==> config.mk <==
export PLATFORM = sky130hd
export DESIGN_NAME = mem_arbiter
export DESIGN_NICKNAME = d
export VERILOG_FILES = /design/src/mem_arb_pkg.sv /design/src/holdoff_timer.sv /design/src/mem_arbiter.sv
export SDC_FILE = /design/constraint.sdc
export NUM_CORES = 1
export LEC_CHECK = 0
export BUFFER_PORTS_ARGS = -buffer_cell sky130_fd_sc_hd__buf_2
export CORE_AREA = 2 2 153 155
export CTS_CLUSTER_SIZE = 25
export DETAILED_ROUTE_END_ITERATION = 10
export DIE_AREA = 0 0 155 157
export PLACE_DENSITY = 0.66
export SLEW_MARGIN = 0
export SYNTH_ARGS = -nofsm -noshare
export SYNTH_HDL_FRONTEND = slang
export SYNTH_SLANG_ARGS = --single-unit
==> constraint.sdc <==
create_clock -name I_CORE_CLK -period 7.7 [get_ports I_CORE_CLK]
set_input_delay 0.385 -clock I_CORE_CLK [delete_from_list [all_inputs] [get_ports I_CORE_CLK]]
set_output_delay 0.385 -clock I_CORE_CLK [all_outputs]
set_load 0.005 [all_outputs]
==> src/mem_arb_pkg.sv <==
package mem_arb_pkg;

	// ****************************************************************
	// Sizes.
	// ****************************************************************
	localparam int unsigned REQ_COUNT  = 4;
	localparam int unsigned SLOT_COUNT = REQ_COUNT + 1;
	localparam int unsigned PTR_W      = 3;
	localparam int unsigned MEM_ADDR_W = 17;
	localparam int unsigned MEM_DATA_W = 16;
	localparam int unsigned LINE_COUNT = 8;
	localparam int unsigned MODE_W     = 8;
	localparam int unsigned COMMON_W   = 16;
	localparam int unsigned HOLDOFF_W  = 5;

	// ****************************************************************
	// Slot numbers and counts.
	// ****************************************************************
	localparam logic [PTR_W-1:0]     HOST_SLOT      = 3'h4;
	localparam logic [PTR_W-1:0]     PTR_RESET      = 3'h0;
	localparam logic [HOLDOFF_W-1:0] HOLDOFF_CYCLES = 5'h14;

	// ****************************************************************
	// Carriers.
	// ****************************************************************
	typedef struct packed {
		logic                  write;
		logic [MEM_ADDR_W-1:0] addr;
		logic [MEM_DATA_W-1:0] wdata;
	} mem_req_t;

	typedef struct packed {
		logic                  cs_n;
		logic                  oe_n;
		logic [1:0]            we_n;
		logic                  addr_oe;
		logic [MEM_ADDR_W-1:0] addr;
		logic                  data_oe;
		logic [MEM_DATA_W-1:0] data;
	} mem_bus_t;

	typedef struct packed {
		logic load_clk;
		logic direction;
		logic output_enable_n;
		logic addr_buffer_enable_n;
		logic done_n;
	} host_ctl_t;

	typedef enum logic [1:0] {
		ST_IDLE,
		ST_INT,
		ST_HOST
	} arb_state_t;

	// ****************************************************************
	// Values after reset.
	// ****************************************************************
	localparam mem_bus_t MEM_BUS_IDLE = '{cs_n: 1'h1, oe_n: 1'h1, we_n: 2'h3, addr_oe: 1'h0,
		addr: 17'h0, data_oe: 1'h0, data: 16'h0};
	localparam host_ctl_t HOST_CTL_IDLE = '{load_clk: 1'h0, direction: 1'h0,
		output_enable_n: 1'h1, addr_buffer_enable_n: 1'h1, done_n: 1'h1};

endpackage

==> src/holdoff_timer.sv <==
`timescale 1ns/1ps
module holdoff_timer (
	// Clock and control
	input  wire logic i_clk,
	input  wire logic i_rst,
	input  wire logic i_ce,
	// Start of a denial period
	input  wire logic i_start,
	// Denial period running
	output logic      o_active
);
	import mem_arb_pkg::*;

	logic [HOLDOFF_W-1:0] count_r;
	logic [HOLDOFF_W-1:0] count_nxt;
	logic                 active_nxt;

	always_comb begin
		count_nxt = count_r;
		if (i_start) begin
			count_nxt = HOLDOFF_CYCLES;
		end else if (count_r != 5'h0) begin
			count_nxt = count_r - 5'h1;
		end
		active_nxt = (count_nxt != 5'h0);
	end

	always_ff @(posedge i_clk) begin
		if (i_rst) begin
			count_r  <= 5'h0;
			o_active <= 1'b0;
		end else if (i_ce) begin
			count_r  <= count_nxt;
			o_active <= active_nxt;
		end
	end
endmodule // holdoff_timer

==> src/mem_arbiter.sv <==
// Notes on behaviour
// - All internal requesters and the host share memory through one fair arbiter.
// - Requesters hold address, control and write data until granted.
// - Grant pulse means the memory transfer has been carried out.
// - Owner is chosen every memory cycle by rotating priority; nobody keeps it.
// - Host cycles drive the external buffer and transceiver controls.
// - Transceiver load clock pulses to capture memory read data.
// - Transceiver direction and enable follow host read or write.
// - Active-low address buffer enable is low only during host cycles.
// - Own address and data drivers float while external buffers drive memory.
// - Host write is performed in a granted cycle, then done is asserted.
// - No further host access until 20 clocks after the last one.
// - Hold-off output is high exactly while the denial period runs.
// - Line configuration applies only with command attention set and soft reset clear.
`timescale 1ns/1ps
module mem_arbiter (
	// Clock, reset, enable
	input  wire logic                                       I_CORE_CLK,
	input  wire logic                                       I_RST,
	input  wire logic                                       I_CE,
	// Internal requesters
	input  wire logic [mem_arb_pkg::REQ_COUNT-1:0]          I_REQ_VALID,
	input  mem_arb_pkg::mem_req_t [mem_arb_pkg::REQ_COUNT-1:0] I_REQ,
	output logic [mem_arb_pkg::REQ_COUNT-1:0]               O_REQ_GRANT,
	output logic [mem_arb_pkg::MEM_DATA_W-1:0]              O_REQ_RDATA,
	// Host port
	input  wire logic                                       I_HOST_SELECT_N,
	input  wire logic                                       I_HOST_READ_N,
	input  wire logic                                       I_HOST_WRITE_N,
	output logic                                            O_HOST_DONE_N,
	output logic                                            O_HOLDOFF,
	// External buffers and transceivers
	output logic                                            O_XCVR_LOAD_CLK,
	output logic                                            O_XCVR_DIRECTION,
	output logic                                            O_XCVR_OUTPUT_ENABLE_N,
	output logic                                            O_ADDR_BUFFER_ENABLE_N,
	// Memory
	output logic [mem_arb_pkg::MEM_ADDR_W-1:0]              O_MEM_ADDR,
	output logic                                            O_MEM_ADDR_OE,
	output logic [mem_arb_pkg::MEM_DATA_W-1:0]              O_MEM_DATA,
	output logic                                            O_MEM_DATA_OE,
	input  wire logic [mem_arb_pkg::MEM_DATA_W-1:0]         I_MEM_DATA,
	output logic                                            O_MEM_CS_N,
	output logic                                            O_MEM_OE_N,
	output logic [1:0]                                      O_MEM_WE_N,
	// Line configuration
	input  wire logic [mem_arb_pkg::COMMON_W-1:0]           I_COMMON_LINE_CONFIG,
	input  wire logic [mem_arb_pkg::LINE_COUNT*mem_arb_pkg::MODE_W-1:0] I_PER_LINE_MODE_CONFIG,
	input  wire logic                                       I_COMMAND_ATTENTION,
	input  wire logic                                       I_SOFT_RESET_BIT,
	output logic [mem_arb_pkg::COMMON_W-1:0]                O_COMMON_LINE_ACTIVE,
	output logic [mem_arb_pkg::LINE_COUNT*mem_arb_pkg::MODE_W-1:0] O_PER_LINE_MODE_ACTIVE,
	output logic                                            O_CONFIG_APPLIED
);
	import mem_arb_pkg::*;

	// ****************************************************************
	// Rotating-priority pick.
	// ****************************************************************
	function automatic logic [PTR_W-1:0] pick(input logic [SLOT_COUNT-1:0] elig,
		input logic [PTR_W-1:0] ptr);
		logic [PTR_W-1:0] idx;
		logic             found;
		pick  = ptr;
		found = 1'b0;
		for (int i = 0; i < SLOT_COUNT; i++) begin
			idx = PTR_W'((32'(ptr) + i) % SLOT_COUNT);
			if (!found && elig[idx]) begin
				pick  = idx;
				found = 1'b1;
			end
		end
	endfunction

	// ****************************************************************
	// Arbitration state.
	// ****************************************************************
	arb_state_t                state_r, state_nxt;
	logic [PTR_W-1:0]          ptr_r, ptr_nxt;
	logic [PTR_W-1:0]          slot_r, slot_nxt;
	mem_bus_t                  mem_r, mem_nxt;
	host_ctl_t                 host_r, host_nxt;
	logic [REQ_COUNT-1:0]      grant_r, grant_nxt;
	logic [MEM_DATA_W-1:0]     rdata_r, rdata_nxt;
	logic                      start_holdoff;
	logic                      holdoff_active;
	logic                      host_req;
	logic                      host_write;
	logic                      host_ok;
	logic [SLOT_COUNT-1:0]     elig;
	logic [PTR_W-1:0]          win;

	assign host_req   = !I_HOST_SELECT_N && (!I_HOST_READ_N || !I_HOST_WRITE_N);
	assign host_write = !I_HOST_WRITE_N;
	// A waiting host simply sees done withheld; the stall ends when the timer runs out.
	assign host_ok    = host_req && host_r.done_n && !holdoff_active;
	assign elig       = {host_ok, I_REQ_VALID};
	assign win        = pick(elig, ptr_r);

	always_comb begin
		state_nxt          = state_r;
		ptr_nxt            = ptr_r;
		slot_nxt           = slot_r;
		mem_nxt            = mem_r;
		host_nxt           = host_r;
		grant_nxt          = '0;
		rdata_nxt          = rdata_r;
		start_holdoff      = 1'b0;
		host_nxt.load_clk  = 1'b0;
		// Done is released only when the host lets go of select, so one access gets one done.
		if (!host_r.done_n && I_HOST_SELECT_N) begin
			host_nxt.done_n          = 1'b1;
			host_nxt.output_enable_n = 1'b1;
		end
		unique case (state_r)
			ST_IDLE: begin
				if (elig != '0) begin
					slot_nxt = win;
					ptr_nxt  = (win >= HOST_SLOT) ? PTR_RESET : win + 3'h1;
					if (win == HOST_SLOT) begin
						mem_nxt         = MEM_BUS_IDLE;
						mem_nxt.cs_n    = 1'b0;
						mem_nxt.oe_n    = host_write;
						mem_nxt.we_n    = host_write ? 2'h0 : 2'h3;
						host_nxt.direction            = !host_write;
						host_nxt.output_enable_n      = !host_write;
						host_nxt.addr_buffer_enable_n = 1'b0;
						state_nxt = ST_HOST;
					end else begin
						mem_nxt.cs_n    = 1'b0;
						mem_nxt.addr_oe = 1'b1;
						mem_nxt.addr    = I_REQ[win[1:0]].addr;
						mem_nxt.oe_n    = I_REQ[win[1:0]].write;
						mem_nxt.we_n    = I_REQ[win[1:0]].write ? 2'h0 : 2'h3;
						mem_nxt.data_oe = I_REQ[win[1:0]].write;
						mem_nxt.data    = I_REQ[win[1:0]].wdata;
						state_nxt       = ST_INT;
					end
				end
			end
			ST_INT: begin
				rdata_nxt              = I_MEM_DATA;
				grant_nxt[slot_r[1:0]] = 1'b1;
				mem_nxt                = MEM_BUS_IDLE;
				state_nxt              = ST_IDLE;
			end
			ST_HOST: begin
				// The rising edge lands after the memory read has settled.
				host_nxt.load_clk             = host_r.direction;
				host_nxt.addr_buffer_enable_n = 1'b1;
				host_nxt.output_enable_n      = 1'b0;
				host_nxt.done_n               = 1'b0;
				start_holdoff                 = 1'b1;
				mem_nxt                       = MEM_BUS_IDLE;
				state_nxt                     = ST_IDLE;
			end
		endcase
	end

	always_ff @(posedge I_CORE_CLK) begin
		if (I_RST) begin
			state_r <= ST_IDLE;
			ptr_r   <= PTR_RESET;
			slot_r  <= PTR_RESET;
			mem_r   <= MEM_BUS_IDLE;
			host_r  <= HOST_CTL_IDLE;
			grant_r <= '0;
			rdata_r <= '0;
		end else if (I_CE) begin
			state_r <= state_nxt;
			ptr_r   <= ptr_nxt;
			slot_r  <= slot_nxt;
			mem_r   <= mem_nxt;
			host_r  <= host_nxt;
			grant_r <= grant_nxt;
			rdata_r <= rdata_nxt;
		end
	end

	holdoff_timer u_holdoff (
		.i_clk    (I_CORE_CLK),
		.i_rst    (I_RST),
		.i_ce     (I_CE),
		.i_start  (start_holdoff),
		.o_active (holdoff_active)
	);

	// ****************************************************************
	// Line configuration hand-off.
	// ****************************************************************
	logic [COMMON_W-1:0]          common_r, common_nxt;
	logic [LINE_COUNT*MODE_W-1:0] mode_r, mode_nxt;
	logic                         applied_r, applied_nxt;

	always_comb begin
		common_nxt  = common_r;
		mode_nxt    = mode_r;
		applied_nxt = applied_r;
		if (I_SOFT_RESET_BIT) begin
			applied_nxt = 1'b0;
		end else if (I_COMMAND_ATTENTION) begin
			common_nxt  = I_COMMON_LINE_CONFIG;
			mode_nxt    = I_PER_LINE_MODE_CONFIG;
			applied_nxt = 1'b1;
		end
	end

	always_ff @(posedge I_CORE_CLK) begin
		if (I_RST) begin
			common_r  <= '0;
			mode_r    <= '0;
			applied_r <= 1'b0;
		end else if (I_CE) begin
			common_r  <= common_nxt;
			mode_r    <= mode_nxt;
			applied_r <= applied_nxt;
		end
	end

	// ****************************************************************
	// Outputs.
	// ****************************************************************
	assign O_REQ_GRANT            = grant_r;
	assign O_REQ_RDATA            = rdata_r;
	assign O_HOST_DONE_N          = host_r.done_n;
	assign O_HOLDOFF              = holdoff_active;
	assign O_XCVR_LOAD_CLK        = host_r.load_clk;
	assign O_XCVR_DIRECTION       = host_r.direction;
	assign O_XCVR_OUTPUT_ENABLE_N = host_r.output_enable_n;
	assign O_ADDR_BUFFER_ENABLE_N = host_r.addr_buffer_enable_n;
	assign O_MEM_ADDR             = mem_r.addr;
	assign O_MEM_ADDR_OE          = mem_r.addr_oe;
	assign O_MEM_DATA             = mem_r.data;
	assign O_MEM_DATA_OE          = mem_r.data_oe;
	assign O_MEM_CS_N             = mem_r.cs_n;
	assign O_MEM_OE_N             = mem_r.oe_n;
	assign O_MEM_WE_N             = mem_r.we_n;
	assign O_COMMON_LINE_ACTIVE   = common_r;
	assign O_PER_LINE_MODE_ACTIVE = mode_r;
	assign O_CONFIG_APPLIED       = applied_r;
endmodule // mem_arbiter

==> summary.md <==
| Metric | Value |
|---|---|
| Status | `completed` |
| Met3 routed WL | `1.76 mm` |
| Seq pwr share | `24.3%` |
| Num CTS Buffers | `17` |
| Routed wire length | `28.0 mm` |
| Critical path capture point type | `flop` |
| Clock Tree Root | `clkbuf_16` |
| Total die area | `24300 sq um` |
| Area delta synth->final | `31.4%` |
| Cts repair resizes | `0` |
| Final setup vio count | `0` |
| Cell internal pwr | `2.38 mW` |
| Tot GR Track Use | `22.2%` |
| Post-route DRC | `0` |
| Most frequent cells in the layout | `388 x buf_2, 228 x nand2_1, 156 x dfxtp_1` |
| Std-Cell Rows | `55` |
| Worst Path Required | `8.01 ns` |
| Pre-Repair DR Iteration Count | `5` |
| Critical Path AT | `6.69 ns` |
| Synthesis warning total | `0` |
| Vias | `8431` |
| Buffers on Ports | `389` |
| CP Class | `flop to flop` |
| WL met1 | `11.7 mm` |
| Fraction of registers with async set/reset | `0%` |
| Worst-path clk slew | `0.07 ns` |
| Post-Syn Area | `8460 sq um` |
| Startpoint types | `flop` |
| Fraction of the yosys area taken by sequential cells | `36.9%` |
| Highest metal used | `met4` |
| Clk sink count | `156` |
| Crit Path Max Fanout | `40` |
| Global-route wire length before repair | `42.8 mm` |
| Final #Nets | `1612` |
| Static leakage | `5.17 nW` |
| Met2 wire len | `13.8 mm` |
| Fraction of layout cells with a size suffix above 1 | `34.1%` |
| Rel. slew slack | `31.1%` |
| Final setup skew | `0.0136 ns` |
| Reg2reg start | `ptr_r[1]` |
| Worst hold start | `I_MEM_DATA[5]` |
| Chip width | `155 um` |
| Final Cycle Share | `82.9%` |
| Routed len/inst | `17.1 um` |
| Initial antenna violation count | `1` |
| # fillers | `2201` |
| Post-CTS setup buffers | `0` |
| Final GP Congestion | `0.882` |
| Share of total power in the clock network | `22.4%` |
| Type of the tightest min-delay check | `input pin to flop` |
| TritonCTS clock tree | `done` |
| Number of global-route vias before repair | `7957` |
| CTS Buffer Depth | `2` |
| Initial Util | `37.6%` |
| Pwr dens | `359 nW/um^2` |
| Post-synthesis cell type count | `79` |
| Final ANT Viol Nets | `0` |
| Worst Tran Pin Value | `1.03 ns` |
| Slew Viols, Final | `0` |
| Minimum clock period | `6.38 ns` |
| Area taken by multi-input logic gates | `4920 sq um` |
| H-tree levels | `4` |
| Logic pwr share | `53.3%` |
| Max cap viols | `0` |
| I/O pin cnt | `390` |
| Syn Inst Count | `1001` |
| Vias per inst | `5.13` |
| Setup TNS | `0 ns` |
| Register area | `3120 sq um` |
| Die Y | `157 um` |
| Post-Syn Area per Cell | `8.45 sq um` |
| Design Power | `3.99 mW` |
| Switching Fraction | `40.4%` |
| Worst Setup SP | `ptr_r[1]` |
| Syn Nets | `1269` |
| First DRT Iteration DRCs | `491` |
| RSZ-0062 raised after global routing | `no` |
| Post-synth EDFFs | `0` |
| Worst-case vdd ir drop | `0.000276 V` |
| # hold bufs at CTS | `0` |
| Commonest non-fill, non-tap cell in the layout | `buf_2` |
| Hpwl dp | `21.1 mm` |
| Core area | `22500 sq um` |
| Fmax | `157 MHz` |
| Synth Flop Type | `dfxtp_1` |
| Clock Latency Late Sink | `0.43 ns` |
| Largest net degree at the start of global routing | `98` |
| Switch Pwr | `1.62 mW` |
| GRT overflow | `0` |
| Post-synthesis register bit count | `156` |
| Hold Violations, Final | `0` |
==> per-layer routing <==
metal	up-vias	track usage [%]
met2	281	37.7
met5	-	0
met3	39	5.29
li1	4219	-
met1	3892	27.5
met4	0	8.20
==> power groups by stage <==
stage / combinational, mW / sequential [mW] / clock, mW
after detailed placement: 2.14 / 0.988 / 0
after CTS: 2.15 / 0.971 / 0.916
final: 2.13 / 0.971 / 0.894
after global routing: 2.33 / 0.983 / 0.947
after floorplan: 1.74 / 0.980 / 0
after global placement: 2.10 / 0.986 / 0
==> layout make-up <==
class | count | share of cell area (%)
Sequential cell | 156 | 28.1
Timing Repair Buffer | 398 | 18.1
Inverter | 20 | 0.675
Antenna cell | 1 | 0.0225
Multi-Input combinational cell | 751 | 44.3
Clock buffer | 17 | 3.83
Clock inverter | 15 | 1.74
Tap cell | 285 | 3.21
==> registers in the layout (all words and copies together), names as in the netlist <==
register                count
O_MEM_OE_N                  1
O_MEM_CS_N                  1
O_MEM_DATA                 16
O_HOST_DONE_N               1
O_CONFIG_APPLIED            1
O_MEM_ADDR                 17
O_XCVR_LOAD_CLK             1
O_XCVR_DIRECTION            1
u_holdoff.count_r           5
O_REQ_GRANT                 4
O_ADDR_BUFFER_ENABLE_N      1
state_r                     2
ptr_r                       3
O_XCVR_OUTPUT_ENABLE_N      1
O_PER_LINE_MODE_ACTIVE     64
O_MEM_WE_N                  1
slot_r                      2
O_REQ_RDATA                16
O_MEM_DATA_OE               1
O_COMMON_LINE_ACTIVE       16
u_holdoff.o_active          1
==> Yosys cell counts, types with 8 or more instances <==
| library cell | n | area [sq um] |
|---|---|---|
| a22o_1 | 35 | 307 |
| dfxtp_1 | 156 | 3120 |
| nand3_1 | 11 | 55.1 |
| nor2_1 | 34 | 128 |
| o21ai_0 | 21 | 105 |
| a21oi_1 | 125 | 626 |
| buf_2 | 9 | 45.0 |
| xnor2_1 | 8 | 70.1 |
| buf_4 | 8 | 60.1 |
| inv_1 | 16 | 60.1 |
| nand2_1 | 228 | 856 |
| nor3_1 | 13 | 65.1 |
| ha_1 | 24 | 300 |
| mux2i_1 | 118 | 1180 |
| clkbuf_1 | 49 | 184 |
| o31ai_1 | 8 | 60.1 |
| nor2b_1 | 8 | 50.1 |
==> kinds of logic after synthesis <==
logic type	Yosys count	synth area share, %
xor+xnor	10	1.03
simple gates	344	18.4
mux	125	15.3
fa+ha+maj	24	3.55
compound gates	248	19.6
flops	156	36.9
buf+inv	94	5.19
==> metrics by stage <==
stage | util [%] | hold slack (ns) | std cells | instance area, sq um | setup slack [ns]
6_report | 49.4 | 0.189 | 1643 | 11100 | 1.32
5_1_grt | 49.4 | 0.164 | 1643 | 11100 | 0.859
4_1_cts | 49.4 | 0.169 | 1642 | 11100 | 1.33
3_5_place_dp | 46.6 | 0.443 | 1610 | 10500 | 1.34
3_3_place_gp | 46.6 | 0.438 | 1610 | 10500 | 1.71
2_1_floorplan | - | 0.453 | 1001 | 8460 | 2.01
==> worst max-delay path, cell delays in order, from the launching register on <==
cell	delay (ns)
dfxtp_1	0.65
clkinv_1	0.42
ha_1	0.72
inv_1	0.27
ha_1	0.30
or3_1	0.37
nand3_1	0.14
nand2_1	0.11
ha_1	0.21
nand2b_1	0.16
a22oi_4	0.23
mux2i_1	0.16
o32ai_4	0.30
nor2b_1	0.13
a22o_1	0.25
a21oi_4	0.15
buf_4	0.44
buf_4	0.62
mux2i_1	0.28
mux2i_1	0.10
a22o_1	0.21
==> worst paths after layout <==
check | end | slack, ns | depth (start not counted)
worst max register to register | O_MEM_DATA[2] | 1.32 | 20
worst max-delay path | O_MEM_DATA[2] | 1.32 | 20
worst min-delay path | O_REQ_RDATA[5] | 0.19 | 3
worst min register to register | O_REQ_RDATA[8] | 0.45 | 2
Note: power is estimated with default switching activity, not from simulation.
